[config.mk]
export PLATFORM = sky130hd
export DESIGN_NAME = pcstk_core
export DESIGN_NICKNAME = d
export VERILOG_FILES = /design/src/pkg/pcstk_pkg.sv /design/src/verilog/pcstk_core.sv
export SDC_FILE = /design/constraint.sdc
export NUM_CORES = 1
export LEC_CHECK = 0
export BUFFER_PORTS_ARGS = -buffer_cell sky130_fd_sc_hd__clkbuf_2
export CAP_MARGIN = 30
export CELL_PAD_IN_SITES_DETAIL_PLACEMENT = 1
export CELL_PAD_IN_SITES_GLOBAL_PLACEMENT = 2
export CORE_UTILIZATION = 38
export CTS_CLUSTER_SIZE = 25
export DETAILED_ROUTE_END_ITERATION = 10
export PLACE_DENSITY_LB_ADDON = 0.1
export SKIP_LAST_GASP = 1
export SLEW_MARGIN = 30
export SYNTH_ARGS = -nofsm -noshare
export SYNTH_HDL_FRONTEND = slang
export SYNTH_SLANG_ARGS = --single-unit
[constraint.sdc]
create_clock -name i_ref_clk -period 2.4 [get_ports i_ref_clk]
set_input_delay 0.48 -clock i_ref_clk [delete_from_list [all_inputs] [get_ports i_ref_clk]]
set_output_delay 0.48 -clock i_ref_clk [all_outputs]
set_load 0.005 [all_outputs]
[src/pkg/pcstk_pkg.sv]
// Purpose: constants and types for the program counter and return stack
// Assumes: one instruction clock, decoder supplies a 3-bit encoded op
// Notes:   widths follow the 13-bit program counter
`default_nettype none
package pcstk_pkg;
    localparam int unsigned PC_W        = 13;
    localparam int unsigned LOW_W       = 8;
    localparam int unsigned HIGH_W      = 5;
    localparam int unsigned IMM_W       = 11;
    localparam int unsigned STK_DEPTH   = 8;
    localparam int unsigned STK_PTR_W   = 3;
    localparam logic [12:0] PC_RST      = 13'h0000;
    localparam logic [12:0] IRQ_VECTOR  = 13'h0004;
    localparam logic [2:0]  PTR_RST     = 3'h0;
    localparam int unsigned LATCH_TOP_LO = 3; // latch bits 4:3 feed pc bits 12:11

    // operation selected by the decoder for this instruction cycle
    typedef enum logic [2:0] {
        PCSTK_OP_STEP  = 3'h0, // plain advance
        PCSTK_OP_JUMP  = 3'h1, // jump to immediate
        PCSTK_OP_CALL  = 3'h3, // call: push then jump
        PCSTK_OP_RET   = 3'h2, // return / literal / from interrupt
        PCSTK_OP_IRQ   = 3'h6, // interrupt vectoring: push then vector
        PCSTK_OP_WRLOW = 3'h7, // instruction writes pc_low_byte_reg
        PCSTK_OP_HOLD  = 3'h5  // stall, keep pc
    } pcstk_op_t;

    typedef struct packed {
        pcstk_op_t         op;
        logic [IMM_W-1:0]  imm;        // immediate address field
        logic [LOW_W-1:0]  low_wdata;  // value written to pc_low_byte_reg
        logic [HIGH_W-1:0] pc_high_latch;
    } pcstk_ctl_t;
endpackage : pcstk_pkg
`default_nettype wire

[src/verilog/pcstk_core.sv]
// Purpose: 13-bit program counter with eight-deep circular return stack
// Assumes: one control word per cycle from the decoder; latch held outside
// Notes:   stack pointer never leaves this module
`default_nettype none
module pcstk_core
    import pcstk_pkg::*;
(
    input  wire logic        i_ref_clk,
    input  wire logic        i_rst_n,
    input  wire pcstk_ctl_t  i_ctl,
    output logic [PC_W-1:0]  o_pc,
    output logic [LOW_W-1:0] o_pc_low_byte_reg
);
    // ----------------------------------------------------------------
    // state
    // ----------------------------------------------------------------
    logic [PC_W-1:0]      pc_r;
    logic [PC_W-1:0]      pc_nxt;
    logic [PC_W-1:0]      stk_r [STK_DEPTH];
    logic [STK_PTR_W-1:0] ptr_r;
    logic [STK_PTR_W-1:0] ptr_nxt;

    // ----------------------------------------------------------------
    // decode
    // ----------------------------------------------------------------
    function automatic logic [PC_W-1:0] pc_inc(input logic [PC_W-1:0] v);
        pc_inc = PC_W'(v + 1'b1);
    endfunction

    // ops that save a return address
    function automatic logic op_pushes(input pcstk_op_t op);
        op_pushes = (op == PCSTK_OP_CALL) || (op == PCSTK_OP_IRQ);
    endfunction

    // ops that take a return address back
    function automatic logic op_pops(input pcstk_op_t op);
        op_pops = (op == PCSTK_OP_RET);
    endfunction

    // push on call and interrupt, pop on any return
    wire logic do_push = op_pushes(i_ctl.op);
    wire logic do_pop  = op_pops(i_ctl.op);
    wire logic [STK_PTR_W-1:0] ptr_dec = STK_PTR_W'(ptr_r - 1'b1);
    // upper two from latch, rest from immediate
    wire logic [PC_W-1:0] jump_tgt =
        {i_ctl.pc_high_latch[HIGH_W-1:LATCH_TOP_LO], i_ctl.imm};
    // all thirteen bits change together on a low-byte write
    // latch is only read here and above, never written back
    wire logic [PC_W-1:0] wrlow_tgt = {i_ctl.pc_high_latch, i_ctl.low_wdata};

    // next pc selection
    always_comb
    begin
        case (i_ctl.op)
            PCSTK_OP_STEP:  pc_nxt = pc_inc(pc_r);
            PCSTK_OP_JUMP:  pc_nxt = jump_tgt;
            PCSTK_OP_CALL:  pc_nxt = jump_tgt;
            PCSTK_OP_RET:   pc_nxt = stk_r[ptr_dec];
            PCSTK_OP_IRQ:   pc_nxt = IRQ_VECTOR;
            PCSTK_OP_WRLOW: pc_nxt = wrlow_tgt;
            PCSTK_OP_HOLD:  pc_nxt = pc_r;
            default:        pc_nxt = pc_inc(pc_r);
        endcase
    end

    // pointer wraps silently in both directions, no status out
    assign ptr_nxt = do_push ? STK_PTR_W'(ptr_r + 1'b1) :
                     do_pop  ? ptr_dec : ptr_r;

    // ----------------------------------------------------------------
    // registers
    // ----------------------------------------------------------------
    // program counter and hidden pointer
    always_ff @(posedge i_ref_clk)
    begin
        if (!i_rst_n)
        begin
            pc_r  <= PC_RST;
            ptr_r <= PTR_RST;
        end
        else
        begin
            pc_r  <= pc_nxt;
            ptr_r <= ptr_nxt;
        end
    end

    // stack storage; call pushes next address, interrupt pushes current address, oldest overwritten
    always_ff @(posedge i_ref_clk)
    begin
        if (do_push)
        begin
            stk_r[ptr_r] <= (i_ctl.op == PCSTK_OP_IRQ) ? pc_r : pc_inc(pc_r);
        end
    end

    assign o_pc              = pc_r;
    assign o_pc_low_byte_reg = pc_r[LOW_W-1:0];
endmodule // pcstk_core
`default_nettype wire

## Word-level counts from Yosys, hierarchy flattened

Memory sizes are Yosys's and may differ from the RTL's.
Cells that the tools add are included.

- Memories kept: 1
- Logic and storage cells: 21
- Bits of input ports: 29
- RAM bits: 104
- Register bits: 16
- Output and inout bits: 21

- Muxes and demuxes: 6
- Add/sub/neg operators: 3
- Reduce and logical (&&, ||, !) cells: 3
- Equality and inequality tests: 6

Memory list:

| memory | depth | width | rd ports | clocked after memory_dff | write ports | RTL line | RTL |
|---|---|---|---|---|---|---|---|
| stk_r | 8 | 13 | 1 | 0 | 1 | pcstk_core.sv:19 | `logic [PC_W-1:0] stk_r [STK_DEPTH];` |

Operators with widths:

| operator | count |
|---|---|
| one-hot mux 13 bit (5 select lines) | 1 |
| adder 13 x 1 -> 13 bit, second input constant | 1 |
| two-way mux 13 bit | 1 |
| equality test 3 bit, second input constant | 3 |
| equality test 3 x 2 -> 1 bit, second input constant | 2 |
| two-way mux 3 bit | 2 |
| adder 3 x 1 -> 3 bit, second input constant | 1 |
| equality test 3 x 1 -> 1 bit, second input constant | 1 |
| subtractor 3 x 1 -> 3 bit, second input constant | 1 |
| two-way mux 1 bit | 2 |
| nonzero test 2 bit | 1 |
| OR reduction 2 bit | 1 |
| logical OR 1 bit | 1 |

## Depth between registers and ports, before layout

- Word-level depth: 4
- Gate-level depth with buffers: 10
- Mapped depth without buffers: 6

## Least setup slack after synthesis

No wires, ideal clock.

- Kind: input port to flip-flop
- From: input port i_ctl[25] in the netlist's numbering
- To: memory stk_r[1][0] (enable)
- Stages on the path: 4
- Setup time: 0.400 ns
- Data required time: 2.000 ns
- Buffers on the path: 2
- Arrival time: 2.168 ns
- Slack: -0.168 ns
- Path through: clkbuf_1 > buf_1 > nand3_1 > nor3_1

- Cells in the longest elaborated chain, start to end: 4
- Elaborated cells on any way between the ends: 5
- Classes of those cells: eq/ne (2); mux (2); reduce/logical (1)

Ends and longest elaborated chain:

| item | RTL line | RTL |
|---|---|---|
| from (decl) | pcstk_core.sv:10 | `input wire pcstk_ctl_t i_ctl,` |
| equality test 3 x 2 -> 1 bit / equality test 3 bit (equally long branches) | pcstk_core.sv:32 | `op_pushes = (op == PCSTK_OP_CALL) \|\| (op == PCSTK_OP_IRQ);` |
| logical OR 1 bit (*) | pcstk_core.sv:32 |  |
| two-way mux 1 bit (*) | pcstk_core.sv:91 | `if (do_push)` |
| two-way mux 1 bit (*) | pcstk_core.sv:93 | `stk_r[ptr_r] <= (i_ctl.op == PCSTK_OP_IRQ) ? pc_r : pc_inc(pc_r);` |
| to (decl) | pcstk_core.sv:19 |  |

Every way passes the cells marked *; elsewhere a longest branch is shown, timed or not.

## Final worst setup path

- From: register ptr_r[0]
- To: register pc_r[8], in the netlist o_pc[8]

- Cells in the longest elaborated chain, start to end: 3

Ends and longest elaborated chain:

| item | RTL line | RTL |
|---|---|---|
| from (decl) | pcstk_core.sv:20 | `logic [STK_PTR_W-1:0] ptr_r;` |
| from (signal assigned) | pcstk_core.sv:84 | `ptr_r <= ptr_nxt;` |
| subtractor 3 x 1 -> 3 bit | pcstk_core.sv:43 | `wire logic [STK_PTR_W-1:0] ptr_dec = STK_PTR_W'(ptr_r - 1'b1);` |
| memory (8 x 13 bit) | - |  |
| one-hot mux 13 bit (5 select lines) | pcstk_core.sv:54 | `case (i_ctl.op)` |
| to (signal assigned) | pcstk_core.sv:83 | `pc_r <= pc_nxt;` |
| to (decl) | pcstk_core.sv:17 | `logic [PC_W-1:0] pc_r;` |

Every way passes these cells.
A chain may end at the register's enable or synchronous reset.

==> impl_metrics.json <==
{
  "cp_top_family": "multiplexers",
  "power_leakage_nw": 2.37,
  "path_max_fanout": 9,
  "p_seq_share_pct": 42.3,
  "grt_pass1_wl_um": 23000,
  "slew_headroom_pct": 57.2,
  "yosysSeqAreaShare_pct": 63.2,
  "ant_nets": 0,
  "drive_gt1_share_pct": 32.7,
  "cts_setup_buffers": 0,
  "num_antenna_cells": 0,
  "fmax_ghz": 0.473,
  "use_met3_pct": 4.54,
  "dp_hpwl_um": 10600,
  "dr_total_vias": 3570,
  "fp.dieArea_um2": 14800,
  "clockPowerShare_pct": 45.4,
  "via_per_inst": 5.62,
  "clk_path_buf_depth": 2,
  "tightest_slew_ns": 0.637,
  "io_pins": 50,
  "worstPathCellList": "inv_1 -> ha_1 -> buf_4 -> mux4_2 -> mux2i_1 -> o22ai_1",
  "combPwrFrac_pct": 12.3,
  "die_y_um": 122,
  "cts_hold_buf": 0,
  "p_sw_mw": 1.33,
  "grt_setup_unrepaired": "false",
  "overflow": 0,
  "cts_resized": 0,
  "layout_setup_ws_ns": 0.285,
  "hold_path_class": "in -> reg",
  "final_common_cell": "edfxtp_1",
  "coreArea_um2": 13900,
  "syn_inst": 369,
  "maxSlewViolCount": 0,
  "top_usage_layer": "met2",
  "critPathBufInv": 2,
  "drt_iter0_drc": 206,
  "post_drt_wl_per_cell_um": 24.2,
  "ys_ff_latch": 120,
  "synth_fp_nets": 401,
  "syn-cell-area_um2": 5450,
  "synth_ff_type": "edfxtp_1",
  "start_kind": "flop",
  "place_ws_ns": 0.125,
  "powerDensity_nw_per_um2": 858,
  "critPathMaxStageDelay_ns": 0.51,
  "p_sw_share_pct": 23.3,
  "hold_violations": 0,
  "nets": 475,
  "use_met2_pct": 33.8,
  "grt_use_total_pct": 22.3,
  "clockRootBuffer": "clkbuf_16",
  "yosysUniqueCellTypes": 52,
  "cp.arrival_ns": 2.40,
  "clock-sinks": 120,
  "yosysWarningCount": 0,
  "portBuffers": 49,
  "cts_buffers": 17,
  "finalCriticalPeriod_ns": 2.11,
  "synth_edf_count": 104,
  "drt-total-wl_um": 15400,
  "outcome": "completed",
  "async_flop_share_pct": 0,
  "area_growth_pct": 22.3,
  "fin_crit_sh_pct": 88.1,
  "drcViolationCount": 0,
  "end_kind": "flop",
  "die_w_um": 122,
  "final_core_util_pct": 47.8,
  "mostFrequentLayoutCells": "edfxtp_1, clkbuf_2, buf_4",
  "drt_first_pass_iters": 4,
  "cts_tree": "done",
  "critPathSlowestCell": "ha_1",
  "grt_start_max_net_pins": 30,
  "tns_ns": 0,
  "htreeDepth": 4,
  "initial_utilization_pct": 39.1,
  "internal_power_mw": 4.39,
  "gp_congestion": 0.756,
  "critPathKind": "reg -> reg",
  "syn_avg_cell_area_um2": 14.8,
  "clkTransAtPathRegs_ns": 0.05,
  "vdd_drop_max_v": 0.000449,
  "maxCapViolCount": 0,
  "antenna_found_initial": 0,
  "fp-row-count": 43,
  "clkLatencyLatePin_ns": 0.42,
  "grt_pass1_vias": 3645,
  "globalRouteMet1Util_pct": 31.8,
  "critical_path_required_ns": 2.68,
  "finalSetupViolCount": 0,
  "skew_ns": 0.0113
}
## path summary, 6_finish.rpt
kind	startpoint	slack [ns]	cells after the start	endpoint
min	i_ctl[4]	0.48	3	o_pc[12]
min reg2reg	o_pc[12]	0.64	2	o_pc[12]
max reg2reg	ptr_r[0]	0.29	6	o_pc[8]
max	ptr_r[0]	0.29	6	o_pc[8]
## power by group through the flow
stage / clock (mW) / combinational [mW] / sequential [mW]
floorplan: 0 / 0.461 / 2.44
global placement: 0 / 0.702 / 2.46
detailed placement: 0 / 0.709 / 2.46
CTS: 2.62 / 0.711 / 2.42
global route: 2.70 / 0.762 / 2.43
finish: 2.60 / 0.701 / 2.42
## worst register-to-register path, stage by stage (launching register included)
cell     delay, ns
dfxtp_2       0.35
inv_1         0.07
ha_1          0.51
buf_4         0.29
mux4_2        0.33
mux2i_1       0.30
o22ai_1       0.14
## cells in the mapped netlist (9+ instances only)
cell type	number	area (um2)
dfxtp_1	16	320
nand2_1	17	63.8
nand3_1	11	55.1
buf_4	9	67.6
buf_2	12	60.1
nor2_1	22	82.6
o21ai_0	22	110
xnor2_1	9	78.8
mux2i_1	9	90.1
mux4_2	26	586
edfxtp_1	104	3120
## cell families (layout without fill, tap and decap cells)
kind of cell	Yosys count	after routing	share of synthesized area, %
buf+inv	39	125	3.86
xor+xnor	18	18	3.24
fa+ha+maj	3	3	0.689
mux	36	36	12.7
flops	120	120	63.2
compound gates	66	66	8.22
simple gates	87	87	8.11
## state kept, by name, indices dropped and copies added (netlist names)
name,count
stk_r,104
o_pc,13
ptr_r,3
## stage by stage
step | area, um2 | hold slack (ns) | instances | power, mW
floorplan | 5460 | 0.579 | 369 | 2.90
global placement | 6070 | 0.628 | 604 | 3.16
detailed placement | 6070 | 0.630 | 604 | 3.17
CTS | 6660 | 0.464 | 635 | 5.75
global route | 6660 | 0.497 | 635 | 5.89
finish | 6660 | 0.480 | 635 | 5.72
## metal layers
layer	up-vias	share of wire (%)
li1	1597	-
met1	1861	48
met2	92	46
met3	20	4.2
met4	0	1.5
met5	-	0
## layout make-up
type	count	area, um2
timing repair buffer	88	576
inverter	6	22.5
clock buffer	19	433
fill	1397	7270
clock inverter	12	158
sequential	120	3440
multi-input combinational	210	1800
tap	180	225
Note: power is estimated with default switching activity, not from simulation.
